## src/logic/iss_consts.svh

```systemverilog
// Constants for the inertial sensor serial slave port
`ifndef ISS_CONSTS_SVH
`define ISS_CONSTS_SVH
`define ISS_CLK_MHZ 250
`define ISS_WORD_BITS 16
`define ISS_SYNC_INVALID_US 490
`define ISS_SYNC_INVALID_CYC (`ISS_SYNC_INVALID_US * `ISS_CLK_MHZ)
`define ISS_WR_BIT 15
`define ISS_ADDR_HI 14
`define ISS_ADDR_LO 8
`endif

```

## src/logic/iss_pkg.sv

```systemverilog
// Types for the inertial sensor serial slave port
package iss_pkg;
  typedef enum logic [1:0] {ISS_IDLE, ISS_SHIFT, ISS_DONE} iss_state_t;
endpackage : iss_pkg

```

## src/logic/iss_spi_port.sv

```systemverilog
// Serial slave port with sync-driven data-invalid window
`timescale 1ns/100ps
`include "iss_consts.svh"
module iss_spi_port
  import iss_pkg::*;
#(
  parameter int SYNC_INVALID_CYC = `ISS_SYNC_INVALID_CYC
)
(
  input wire logic clk_in,
  input wire logic sys_rst_in,
  input wire logic sclk_in,
  input wire logic cs_n_in,
  input wire logic din_in,
  output logic dout_out,
  output logic dout_oe_out,
  input wire logic sync_in,
  input wire logic [15:0] rd_data_in,
  output logic wr_valid_out,
  output logic [6:0] wr_addr_out,
  output logic [7:0] wr_data_out,
  output logic rd_req_out,
  output logic [6:0] rd_addr_out,
  output logic data_invalid_out
);
  logic [2:0] sclk_q, sclk_d;
  logic [2:0] cs_q, cs_d;
  logic [1:0] din_q, din_d;
  logic [2:0] sync_q, sync_d;
  iss_state_t st_q, st_d;
  logic [4:0] cnt_q, cnt_d;
  logic [15:0] rx_q, rx_d;
  logic [15:0] tx_q, tx_d;
  logic [15:0] rdbuf_q, rdbuf_d;
  logic dout_q, dout_d;
  logic wr_q, wr_d;
  logic rd_q, rd_d;
  logic [6:0] wa_q, wa_d, ra_q, ra_d;
  logic [7:0] wd_q, wd_d;
  logic [31:0] inv_q, inv_d;
  logic inv_flag_q, inv_flag_d;
  logic rise, fall, sel;

  // Target address field of a received frame
  function automatic logic [6:0] frame_addr(input logic [15:0] frame);
    frame_addr = frame[`ISS_ADDR_HI:`ISS_ADDR_LO];
  endfunction : frame_addr

  // Synchronizer taps; only the second and third stages are read
  assign rise = sclk_q[1] & ~sclk_q[2];
  assign fall = ~sclk_q[1] & sclk_q[2];
  assign sel = ~cs_q[1];

  // Next state for synchronizers, shifter and outputs
  always_comb
  begin
    sclk_d = {sclk_q[1:0], sclk_in};
    cs_d = {cs_q[1:0], cs_n_in};
    din_d = {din_q[0], din_in};
    sync_d = {sync_q[1:0], sync_in};
    st_d = st_q;
    cnt_d = cnt_q;
    rx_d = rx_q;
    tx_d = tx_q;
    rdbuf_d = rdbuf_q;
    dout_d = dout_q;
    wr_d = 1'b0;
    rd_d = 1'b0;
    wa_d = wa_q;
    wd_d = wd_q;
    ra_d = ra_q;
    unique case (st_q)
      ISS_IDLE:
      begin
        if (sel)
        begin
          st_d = ISS_SHIFT;
          cnt_d = 5'h00;
          tx_d = rdbuf_q;
          dout_d = rdbuf_q[15];
        end
      end
      ISS_SHIFT:
      begin
        if (!sel)
          st_d = ISS_IDLE;
        else
        begin
          if (rise)
          begin
            rx_d = {rx_q[14:0], din_q[1]};
            cnt_d = cnt_q + 5'h01;
            if (cnt_q == 5'(`ISS_WORD_BITS - 1))
              st_d = ISS_DONE;
          end
          if (fall && cnt_q != 5'h00)
          begin
            tx_d = {tx_q[14:0], 1'b0};
            dout_d = tx_q[14];
          end
        end
      end
      ISS_DONE:
      begin
        // Word complete; act once select is released
        if (!sel)
        begin
          st_d = ISS_IDLE;
          if (rx_q[`ISS_WR_BIT])
          begin
            wr_d = 1'b1;
            wa_d = frame_addr(rx_q);
            wd_d = rx_q[7:0];
          end
          else
          begin
            rd_d = 1'b1;
            ra_d = frame_addr(rx_q);
          end
        end
      end
      default:
        st_d = ISS_IDLE;
    endcase
    // Latch register contents one cycle after a read request
    if (rd_q)
      rdbuf_d = rd_data_in;
  end

  // Data-invalid window after a sync rising edge
  always_comb
  begin
    inv_d = inv_q;
    inv_flag_d = inv_flag_q;
    if (sync_q[1] & ~sync_q[2])
    begin
      // Counter width covers the full window at the system clock rate
      inv_d = 32'(SYNC_INVALID_CYC);
      inv_flag_d = 1'b0;
    end
    else if (inv_q != 32'h0)
    begin
      inv_d = inv_q - 32'h1;
      if (inv_q == 32'h1)
        inv_flag_d = 1'b1;
    end
    else if (!sync_q[1])
      inv_flag_d = 1'b0;
  end

  // Registers
  always_ff @(posedge clk_in)
  begin
    if (sys_rst_in)
    begin
      sclk_q <= 3'h7;
      cs_q <= 3'h7;
      din_q <= 2'h0;
      sync_q <= 3'h0;
      st_q <= ISS_IDLE;
      cnt_q <= 5'h00;
      rx_q <= 16'h0000;
      tx_q <= 16'h0000;
      rdbuf_q <= 16'h0000;
      dout_q <= 1'b0;
      wr_q <= 1'b0;
      rd_q <= 1'b0;
      wa_q <= 7'h00;
      wd_q <= 8'h00;
      ra_q <= 7'h00;
      inv_q <= 32'h0;
      inv_flag_q <= 1'b0;
    end
    else
    begin
      sclk_q <= sclk_d;
      cs_q <= cs_d;
      din_q <= din_d;
      sync_q <= sync_d;
      st_q <= st_d;
      cnt_q <= cnt_d;
      rx_q <= rx_d;
      tx_q <= tx_d;
      rdbuf_q <= rdbuf_d;
      dout_q <= dout_d;
      wr_q <= wr_d;
      rd_q <= rd_d;
      wa_q <= wa_d;
      wd_q <= wd_d;
      ra_q <= ra_d;
      inv_q <= inv_d;
      inv_flag_q <= inv_flag_d;
    end
  end

  // Outputs
  assign dout_out = dout_q;
  assign dout_oe_out = sel;
  assign wr_valid_out = wr_q;
  assign wr_addr_out = wa_q;
  assign wr_data_out = wd_q;
  assign rd_req_out = rd_q;
  assign rd_addr_out = ra_q;
  assign data_invalid_out = inv_flag_q;
endmodule : iss_spi_port

```

## config.mk

```make
export PLATFORM = sky130hd
export DESIGN_NAME = iss_spi_port
export DESIGN_NICKNAME = d
export VERILOG_FILES = /design/src/logic/iss_pkg.sv /design/src/logic/iss_spi_port.sv
export VERILOG_INCLUDE_DIRS = /design/src /design/src/logic
export SDC_FILE = /design/constraint.sdc
export NUM_CORES = 1
export LEC_CHECK = 0
export ABC_AREA = 1
export BUFFER_PORTS_ARGS = -buffer_cell sky130_fd_sc_hd__buf_2
export CAP_MARGIN = 20
export CORE_UTILIZATION = 55
export DETAILED_ROUTE_END_ITERATION = 10
export PLACE_DENSITY = 0.72
export SLEW_MARGIN = 5
export SYNTH_ARGS = -nofsm -noshare
export SYNTH_HDL_FRONTEND = slang
export SYNTH_SLANG_ARGS = --single-unit
```

## constraint.sdc

```tcl
create_clock -name clk_in -period 3.6 [get_ports clk_in]
set_input_delay 0.54 -clock clk_in [delete_from_list [all_inputs] [get_ports clk_in]]
set_output_delay 0.54 -clock clk_in [all_outputs]
set_load 0.01 [all_outputs]
```

==> flow_metrics.py, run 1 <==
metrics = {
    "pwr": {
        "leakage_uw": 0.002956,
        "peakVddDrop_mv": 0.3938,
        "p_per_area_mw_per_mm2": 860.3,
    },
    "cts": {
        "postCtsHoldBufs": 0,
        "h-tree-depth": 4,
        "numClockSinks": 122,
        "clkTransAtPathRegs_ns": 0.06,
        "clock_latency_ns": 0.52,
        "cts_buffer_depth": 2,
        "cts_made_buffers": 17,
        "cts_root_buffer": "clkbuf_8",
        "cts_resized": 0,
        "post_cts_buffers": 0,
        "tritoncts": "done",
    },
    "routing": {
        "post-route-drc-count": 0,
        "drtPass1Iterations": 5,
        "viasPerCell": 5.082,
        "ant_nets": 0,
        "wl_per_cell_um": 12.03,
        "via_count": 4945,
        "first_iter_violations": 202,
        "drt_wl_total_um": 11700,
    },
    "logic_synthesis": {
        "ys_types": 30,
        "synthXorXnorAreaFrac": 0.009736,
        "synth_compound_area_frac": 0.09643,
        "ys_ff_latch": 122,
        "synthAdderAreaFrac": 0.01159,
        "synth_mux_area_frac": 0,
        "yosysWarnings": 0,
        "ys_seq_area_frac": 0.4525,
        "synth_top_family_by_area": "simple AND/OR/NAND/NOR gates",
        "synthCells": 788,
        "syn_avg_cell_area_um2": 6.850,
        "synthSimpleGateAreaFrac": 0.3660,
        "syn-num-nets": 815,
        "syn_area_mm2": 0.005398,
    },
    "global_routing": {
        "grt_pass1_vias": 4432,
        "grt_pass1_wl_um": 20040,
        "grt_overflow": 0,
        "groute.usage.overall": 0.2509,
        "grt_start_max_net_pins": 39,
        "antenna_found_initial": 0,
    },
    "critical_path": {
        "path_class": "reg2reg",
        "critPathMaxStageDelay_ns": 0.38,
        "crit_fanout": 17,
        "endpoint_kind": "flop",
        "crit_family": "simple AND/OR/NAND/NOR gates",
        "cp_cell_sequence": "inv_1 -> ha_1 -> nand3_1 -> o21ai_0 -> nand2_1 -> nand2_1 -> inv_1 -> nor2_1 -> nor2_1",
        "startpoint_type": "flop",
        "cp_data_required_time_ns": 4.01,
        "crit_buf_inv": 2,
        "arrival_ns": 2.42,
        "slowest_stage": "nand2_1",
    },
    "layout": {
        "multi_input_area_mm2": 0.002611,
        "antenna_cells": 0,
        "synthToLayoutAreaGrowth_pct": 17.52,
        "fin_cells": 973,
        "seqCellArea_mm2": 0.002442,
        "nets": 858,
        "drive_gt1_frac": 0.1315,
        "fillers": 852,
        "fin_util": 0.6769,
    },
    "floorplanning": {
        "start_util": 0.5760,
        "core_mm2": 0.009371,
        "die_h_um": 101.1,
        "die_w_um": 101.1,
        "die-area_mm2": 0.01021,
        "num_rows": 35,
        "pin_count": 49,
    },
    "timing": {
        "rsz0062_at_grt": "no",
        "fin_crit_ns": 2.011,
        "hold_violations": 0,
        "tns_ns": 0,
        "worst_pin_slew_ns": 0.8671,
        "fmax_mhz": 497.2,
        "skew_ns": 0.01099,
        "post-route-period-util": 0.5586,
        "setup_viol": 0,
        "slew_headroom": 0.4213,
        "slew_violations": 0,
    },
    "status": {
        "outcome": "complete, no violations",
    },
    "placement": {
        "dpl.hpwl_um": 7879,
        "io_buffers": 48,
        "placed_cells": 941,
        "gp_congestion": 0.8534,
    },
    "hold_path": {
        "hp-class": "in2reg",
    },
    "job": {
        "maxCapViolCount": 0,
    },
}
[flip-flops by register name, summed over array words and instances, names as in the netlist]
| signal | cells |
|---|---|
| cnt_q | 5 |
| din_q | 2 |
| sclk_q | 3 |
| rd_addr_out | 7 |
| st_q | 2 |
| wr_data_out | 8 |
| wr_addr_out | 7 |
| cs_q | 2 |
| rdbuf_q | 16 |
| rx_q | 16 |
| rd_req_out | 1 |
| data_invalid_out | 1 |
| tx_q | 15 |
| inv_q | 32 |
| wr_valid_out | 1 |
| sync_q | 3 |
| dout_out | 1 |
[cell type report]
cell class,count,area share
clock buffers,20,0.07022
clock inverters,12,0.03314
inverters,56,0.03353
multi-input cells,585,0.4116
flip-flops and latches,122,0.3850
well taps,129,0.02544
repair buffers,49,0.04103
[worst paths after layout]
kind                 start         to  slack, ns  cells past startpoint
setup / recovery  cnt_q[0]   dout_out       1.59                      9
hold / removal     sclk_in  sclk_q[0]       0.21                      2
setup reg to reg  cnt_q[0]   dout_out       1.59                      9
hold reg to reg   din_q[0]   din_q[1]       0.40                      2
[stage by stage]
stage          instance area, um2  power, uW  setup slack (ns)  hold WS (ns)
2_1_floorplan                5398       3212             1.959        0.3883
3_3_place_gp                 5688       3534             1.526        0.3924
3_5_place_dp                 5688       3581             1.498        0.3955
4_1_cts                      6344       5463             1.603        0.2016
5_1_grt                      6344       5861             1.370        0.2018
6_report                     6344       5457             1.589        0.2094
[power by group]
part / internal, uW / total [uW] / switching [uW]
registers: 1500 / 1660 / 155
logic: 602 / 1920 / 1320
clock network: 1240 / 1880 / 635
[synth_stat cells, drive strengths merged]
master / count / area (um2)
a211oi: 5 / 37.54
a21oi: 12 / 71.32
a31oi: 1 / 6.260
buf: 9 / 71.31
clkbuf: 16 / 60.06
clkinv: 2 / 7.510
dfxtp: 122 / 2442
ha: 5 / 62.56
inv: 54 / 205.2
nand2: 176 / 695.7
nand3: 20 / 100.1
nand3b: 1 / 7.510
nand4: 10 / 62.56
nor2: 255 / 1033
nor3: 5 / 25.02
nor3b: 1 / 7.510
o21ai: 81 / 405.4
or2: 7 / 43.79
xnor2: 2 / 17.52
xor2: 4 / 35.03
[cells by family (layout without fill, tap and decap cells)]
| logic type | after synthesis | after routing |
|---|---|---|
| AO/OA/AOI/OAI | 99 | 99 |
| XOR/XNOR | 6 | 6 |
| adder cells (fa/ha/maj) | 5 | 5 |
| buffers and inverters | 81 | 137 |
| flip-flops | 122 | 122 |
| AND/OR/NAND/NOR | 475 | 475 |
[cells in the final DEF, fill, tap and decap left out, types with 2 or more instances in the layout]
| master | count |
|---|---|
| nand3_1 | 20 |
| nor3_1 | 5 |
| buf_2 | 48 |
| xnor2_1 | 2 |
| ha_1 | 5 |
| clkbuf_8 | 3 |
| dfxtp_1 | 122 |
| inv_6 | 4 |
| xor2_1 | 4 |
| nand2_4 | 3 |
| or2_2 | 7 |
| clkinv_4 | 2 |
| o21ai_0 | 81 |
| nand4_1 | 10 |
| clkbuf_16 | 16 |
| clkinv_1 | 2 |
| a21oi_1 | 9 |
| bufinv_16 | 5 |
| inv_1 | 51 |
| nor2_8 | 3 |
| a211oi_1 | 5 |
| nand2_1 | 168 |
| nor2_1 | 245 |
| nor2_2 | 5 |
| inv_2 | 2 |
| nand2_2 | 5 |
| a21oi_2 | 3 |
| nor2_4 | 2 |
[routing by layer]
| layer | track usage | vias up | part of all wire |
|---|---|---|---|
| met3 | 0.04924 | 21 | 0.033 |
| met4 | 0.1115 | 0 | 0.019 |
| li1 | - | 2565 | - |
| met2 | 0.4150 | 94 | 0.47 |
| met5 | 0 | - | 0 |
| met1 | 0.3171 | 2265 | 0.47 |
[worst reg2reg max path, stage by stage, from the launching register on]
cell and delay, ns:
dfxtp_1 0.31, inv_1 0.11, ha_1 0.16, nand3_1 0.08, o21ai_0 0.17, nand2_1 0.07, nand2_1 0.38, inv_1 0.38
nor2_1 0.18, nor2_1 0.07
Power figures use the tool's default switching activity.
==> inputs of run 2 (changes only) <==
CORE_UTILIZATION = 53   (was 55)
clock period = 1.7 ns   (was 3.6 ns; I/O delays follow)
==> run 2 against run 1 <==
  * Global-route usage up 1.7 points
  * Routed wire length up 13%
  * Largest cell class unchanged
  * Critical path type unchanged
  * First-iteration DRC count down 3.5%
  * Clock power up 88%
  * Hold slack worse by 0.16 ns
  * Sequential power up 110%
  * Maximum frequency up 26%
  * Final cell count up 4.8%
  * Critical path depth unchanged
==> flow_metrics.py, run 2 (synthesis results as in run 1) <==
metrics = {
    "pwr": {
        "switching_share": 0.4103,
        "power_frac_seq": 0.305,
        "internal-power_uw": 6798,
        "switching_power_uw": 4730,
        "p_per_area_mw_per_mm2": 1729,
        "leakage_uw": 0.003120,
        "peakVddDrop_mv": 0.9686,
        "power_uw": 11530,
        "p_comb_frac": 0.389,
        "pwr-share-clk": 0.306,
    },
    "global_routing": {
        "grt_pass1_vias": 4979,
        "grt_start_max_net_pins": 39,
        "grt_overflow": 0,
        "antenna_found_initial": 0,
        "groute.usage.overall": 0.2683,
        "grt_pass1_wl_um": 22250,
    },
    "routing": {
        "via_count": 5222,
        "drtPass1Iterations": 4,
        "first_iter_violations": 195,
        "drt_wl_total_um": 13170,
        "wl_per_cell_um": 12.91,
        "post-route-drc-count": 0,
        "ant_nets": 0,
        "viasPerCell": 5.120,
    },
    "cts": {
        "numClockSinks": 122,
        "cts_buffer_depth": 2,
        "tritoncts": "done",
        "cts_made_buffers": 17,
        "clkTransAtPathRegs_ns": 0.06,
        "post_cts_buffers": 0,
        "h-tree-depth": 4,
        "clock_latency_ns": 0.51,
        "cts_root_buffer": "clkbuf_8",
    },
    "hold_path": {
        "hp-class": "in2reg",
        "hold_start": "rd_data_in[0]",
        "holdPathEnd": "rdbuf_q[0]",
        "hold_path_depth": 3,
    },
    "layout": {
        "layout_common_cells": "nor2_1 (244), nand2_1 (166), dfxtp_1 (122), o21ai_0 (81), inv_1 (50)",
        "nets": 901,
        "final_cell_area_mm2": 0.006669,
        "top_regs": "inv_q: 32 flops, rdbuf_q: 16 flops, rx_q: 16 flops",
        "largest-register": "inv_q",
        "antenna_cells": 0,
        "fin_util": 0.6792,
        "largest_reg_flops": 32,
        "fillers": 847,
        "synthToLayoutAreaGrowth_pct": 23.55,
        "final_common_cell": "nor2_1",
        "drive_gt1_frac": 0.1578,
    },
    "timing": {
        "slew_headroom": 0.6760,
        "worst_pin_slew_ns": 0.4854,
        "slew_violations": 0,
        "setup_viol": 0,
        "post-route-period-util": 0.9358,
        "skew_ns": 0.009060,
        "hold_ws_ns": 0.05061,
        "fin_crit_ns": 1.591,
        "fmax_mhz": 628.6,
        "hold_violations": 0,
    },
    "critical_path": {
        "crit_fanout": 7,
        "cp_data_required_time_ns": 2.10,
        "timing.critical_path.from": "inv_q[14]",
        "endpoint_kind": "flop",
        "rrSetupSlack_ns": 0.11,
        "worst_r2r_endpoint": "inv_q[10]",
        "path_class": "reg2reg",
        "reg2reg_from": "inv_q[14]",
        "arrival_ns": 1.99,
        "rr_worst_depth": 9,
        "startpoint_type": "flop",
    },
    "floorplanning": {
        "start_util": 0.5497,
        "die_w_um": 102.9,
        "pin_count": 49,
        "core_mm2": 0.009819,
        "die_h_um": 102.9,
        "die-area_mm2": 0.01059,
        "num_rows": 36,
    },
    "status": {
        "outcome": "complete, no violations",
    },
    "placement": {
        "place_area_mm2": 0.005873,
        "dpl.hpwl_um": 8804,
        "gp_congestion": 0.8742,
        "io_buffers": 48,
    },
    "job": {
        "maxCapViolCount": 0,
    },
}
[run 2: cell count changes in the layout (fill, tap and decap cells not counted), sizes merged]
cell | previous run | this run
dlygate4sd3 | 0 | 19
bufinv | 5 | 2
buf | 49 | 73
clkbuf | 20 | 18
clkinvlp | 1 | 2
clkinv | 4 | 8
[run 2: critical path, stage by stage, from the launching register on]
cell and delay (ns):
dfxtp_1 0.36, nor2_1 0.19, nand2_2 0.13, nor2_8 0.17, nand2_4 0.08, nor2_8 0.18, buf_4 0.15, nor2_1 0.05
nor2_1 0.12, nor2_1 0.05
[run 2: power by group through the flow]
| stage | combinational, uW | sequential [uW] | clock [uW] |
|---|---|---|---|
| 2_1_floorplan | 3330 | 3470 | 0 |
| 3_3_place_gp | 4130 | 3550 | 0 |
| 3_5_place_dp | 4240 | 3560 | 0 |
| 4_1_cts | 4370 | 3500 | 3570 |
| 5_1_grt | 5030 | 3560 | 3730 |
| 6_report | 4480 | 3520 | 3530 |
[run 2: worst max-delay path by stage]
| stage | endpoint | depth (start not counted) |
|---|---|---|
| 2_1_floorplan | data_invalid_out | 10 |
| 3_5_place_dp | inv_q[29] | 8 |
| 4_1_cts | inv_q[14] | 10 |
| 3_3_place_gp | inv_q[26] | 10 |
| 6_report | inv_q[10] | 9 |
| 5_1_grt | inv_q[29] | 9 |
[run 2: cell type report]
class	instances	area (um2)	area share
multi-input combinational	585	2631	0.3946
clock buffer	18	417.9	0.06266
clock inverter	14	163.9	0.02458
timing repair buffer	92	634.4	0.09512
inverter	56	212.7	0.03189
tap	133	166.4	0.02495
sequential	122	2442	0.3662
[run 2: routing by layer]
metal  wire (um)  global-route usage  vias up
met5           0                   0        -
met4         338              0.1073        0
met3         640             0.07186       34
met2        6285              0.4554      138
met1        5901              0.3233     2400
li1            -                   -     2650
[run 2: what timing repair did]
item,4_1_cts,5_1_grt
endpoints found under the setup margin,0,18
gates resized for setup,0,7
hold buffers,19,0
endpoints found under the hold margin,19,0
[run 2: stage by stage]
stage	worst slack, ns	std cells	setup TNS [ns]
after global placement	0.1745	969	0
final	0.1091	1020	0
after CTS	0.06585	1020	0
after detailed placement	0.1087	969	0
after global routing	-0.05885	1020	-0.06339
after floorplan	0.05905	788	0
==> inputs of run 3 (changes only) <==
ABC_AREA = unset   (was 1)
CORE_MARGIN = 2   (was unset)
PLACE_DENSITY = 0.73   (was 0.72)
==> run 3 against run 2 <==
  * The run now ends with negative setup slack left
  * Maximum frequency down 31%
  * Area after synthesis down 8.6%
  * Synthesized cell count down 29%
  * Sequential share of layout area down 3.3 points
  * Critical path depth down 4
  * Sequential power down 1%
  * Clock power up 1%
  * Utilization up 13 points
  * Highest routed layer unchanged
==> flow_metrics.py, run 3 <==
metrics = {
    "status": {
        "outcome": "complete, but fails checks",
        "failed_checks": "negative setup slack",
    },
    "layout": {
        "drive_gt1_frac": 0.3764,
        "largest_reg_flops": 32,
        "fillers": 506,
        "layout_common_cells": "dfxtp_1 (114), buf_4 (77), nand2_1 (75), a21oi_1 (61), buf_2 (48)",
        "largest-register": "inv_q",
        "final_common_cell": "dfxtp_1",
        "nets": 750,
        "top_regs": "inv_q: 32 flops, rdbuf_q: 16 flops, rx_q: 16 flops",
        "synthToLayoutAreaGrowth_pct": 49.42,
        "antenna_cells": 0,
    },
    "routing": {
        "post-route-drc-count": 0,
        "drtPass1Iterations": 5,
        "first_iter_violations": 368,
        "ant_nets": 0,
        "viasPerCell": 5.930,
        "drt_wl_total_um": 15480,
        "via_count": 5023,
        "wl_per_cell_um": 18.27,
    },
    "critical_path": {
        "reg2reg_from": "inv_q[20]",
        "cp_data_required_time_ns": 2.15,
        "startpoint_type": "flop",
        "path_class": "reg2reg",
        "worst_r2r_endpoint": "inv_q[27]",
        "arrival_ns": 2.76,
        "rrSetupSlack_ns": -0.61,
        "crit_fanout": 2,
        "endpoint_kind": "flop",
        "rr_worst_depth": 5,
    },
    "global_routing": {
        "grt_pass1_wl_um": 21870,
        "grt_start_max_net_pins": 100,
        "groute.usage.overall": 0.2714,
        "antenna_found_initial": 0,
        "grt_pass1_vias": 4711,
        "grt_overflow": 0,
    },
    "pwr": {
        "pwr-share-clk": 0.243,
        "internal-power_uw": 9058,
        "switching_power_uw": 5603,
        "leakage_uw": 0.002919,
        "p_per_area_mw_per_mm2": 1989,
        "switching_share": 0.3822,
        "power_frac_seq": 0.237,
        "peakVddDrop_mv": 1.341,
        "p_comb_frac": 0.520,
    },
    "timing": {
        "setup_viol": 35,
        "worst_pin_slew_ns": 0.4256,
        "hold_violations": 0,
        "layout_setup_ws_ns": -0.6109,
        "slew_headroom": 0.7162,
        "slew_violations": 0,
        "skew_ns": 0.009917,
        "rsz0062_at_grt": "yes",
        "hold_ws_ns": 0.0004348,
        "fmax_mhz": 432.7,
        "fin_crit_ns": 2.311,
        "post-route-period-util": 1.359,
    },
    "placement": {
        "dpl.hpwl_um": 7681,
        "pre_cts_ws_ns": -0.5534,
        "gp_congestion": 0.8754,
        "io_buffers": 48,
    },
    "logic_synthesis": {
        "syn_avg_cell_area_um2": 8.792,
        "yosysWarnings": 0,
        "synth_common_cells": "dfxtp_1 (122), nand2_1 (75), a21oi_1 (63)",
        "syn-num-nets": 588,
        "synthFlopType": "dfxtp_1",
        "ys_types": 40,
        "synth_top_cell_area_share": 0.4952,
        "synth.area.top_cells": "dfxtp_1 (50%), mux2i_1 (8.1%), a21oi_1 (6.4%)",
        "synthCells": 561,
        "synth_most_common_cell": "dfxtp_1",
        "syn_area_mm2": 0.004932,
        "synth_edf_count": 0,
        "ys_seq_area_frac": 0.4952,
        "synth_largest_area_cell": "dfxtp_1",
        "async_flop_share": 0,
        "ys_ff_latch": 122,
    },
    "cts": {
        "clkTransAtPathRegs_ns": 0.07,
        "cts_made_buffers": 17,
        "cts_buffer_depth": 2,
        "clock_latency_ns": 0.52,
        "cts_root_buffer": "clkbuf_8",
        "numClockSinks": 122,
        "tritoncts": "done",
        "h-tree-depth": 4,
    },
    "floorplanning": {
        "pin_count": 49,
        "core_mm2": 0.009153,
        "start_util": 0.5389,
        "die-area_mm2": 0.01009,
        "die_h_um": 100.5,
        "die_w_um": 100.5,
        "num_rows": 35,
    },
    "hold_path": {
        "hold_start": "rd_data_in[0]",
        "hp-class": "in2reg",
        "holdPathEnd": "rdbuf_q[0]",
        "hold_path_depth": 3,
    },
    "job": {
        "maxCapViolCount": 0,
    },
}
[run 3: changes by cell type in the layout (fill, tap and decap cells not counted), sizes merged, moves of 8 or more]
cell,change
nor4,+8
o31ai,+10
nand2,-101
nor2b,+10
inv,-39
a211oi,+12
or4,+15
or3,+14
mux2i,+40
a21oi,+51
nor2,-194
nand3,-9
buf,+81
o21ai,-68
[run 3: repair_timing]
item                                    in CTS  in global routing
gates resized for setup                     59                 58
hold endpoints to repair                    18                  0
hold buffers                                18                  0
pin swaps                                   30                 37
endpoints found under the setup margin      49                 49
setup buffers                               10                 17
gates cloned                                 2                  1
[run 3: logic make-up after synthesis]
| group | Yosys count | synth area share |
|---|---|---|
| simple gates | 235 | 0.2362 |
| flops | 122 | 0.4952 |
| compound gates | 116 | 0.1380 |
| mux | 40 | 0.08118 |
| buf+inv | 39 | 0.02968 |
| fa+ha+maj | 5 | 0.01268 |
| xor+xnor | 4 | 0.007104 |
[run 3: per-stage QoR]
stage | cell area [um2] | power (uW) | cells | setup TNS, ns | util
floorplan | 5057 | 5918 | 561 | -2.645 | -
global placement | 5923 | 7930 | 769 | -8.084 | 0.6472
detailed placement | 5923 | 8129 | 769 | -10.26 | 0.6472
CTS | 7009 | 12900 | 831 | -5.380 | 0.7658
global route | 7370 | 15150 | 847 | -14.26 | 0.8052
finish | 7370 | 14660 | 847 | -11.05 | 0.8052
[run 3: critical path: stages, from the launching register on]
cell	delay, ns
dfxtp_2	0.32
or4_4	0.53
or4_4	0.44
or4_4	0.49
or3_4	0.34
a21oi_2	0.12
[run 3: worst max path at each step]
stage,start,to,slack (ns)
after detailed placement,inv_q[20],inv_q[27],-0.55
after global routing,inv_q[20],inv_q[27],-0.64
after floorplan,inv_q[20],inv_q[27],-0.54
final,inv_q[20],inv_q[27],-0.61
after CTS,inv_q[20],inv_q[27],-0.54
after global placement,inv_q[20],inv_q[27],-0.53
[run 3: power by group through the flow]
stage,registers [uW],logic (uW),clock network [uW]
floorplan,3520,2400,0
finish,3470,7620,3570
detailed placement,3470,4660,0
CTS,3430,5930,3530
global placement,3450,4480,0
global route,3490,7960,3690
[run 3: routing by layer]
layer	share of wire	global-route usage	up-vias	wire length [um]
met1	0.39	0.3187	2370	6084
met4	0.047	0.1075	0	730
met5	0	0	-	0
li1	-	-	2322	-
met2	0.50	0.4760	245	7791
met3	0.056	0.06657	86	868
[run 3: area by class of cell]
class | instances | area [um2] | share of cell area
timing repair buffer | 172 | 1351 | 0.1834
clock inverter | 14 | 148.9 | 0.02020
multi-input combinational | 401 | 2814 | 0.3818
inverter | 9 | 33.78 | 0.004584
clock buffer | 18 | 427.9 | 0.05806
sequential | 122 | 2455 | 0.3331
tap | 111 | 138.9 | 0.01885
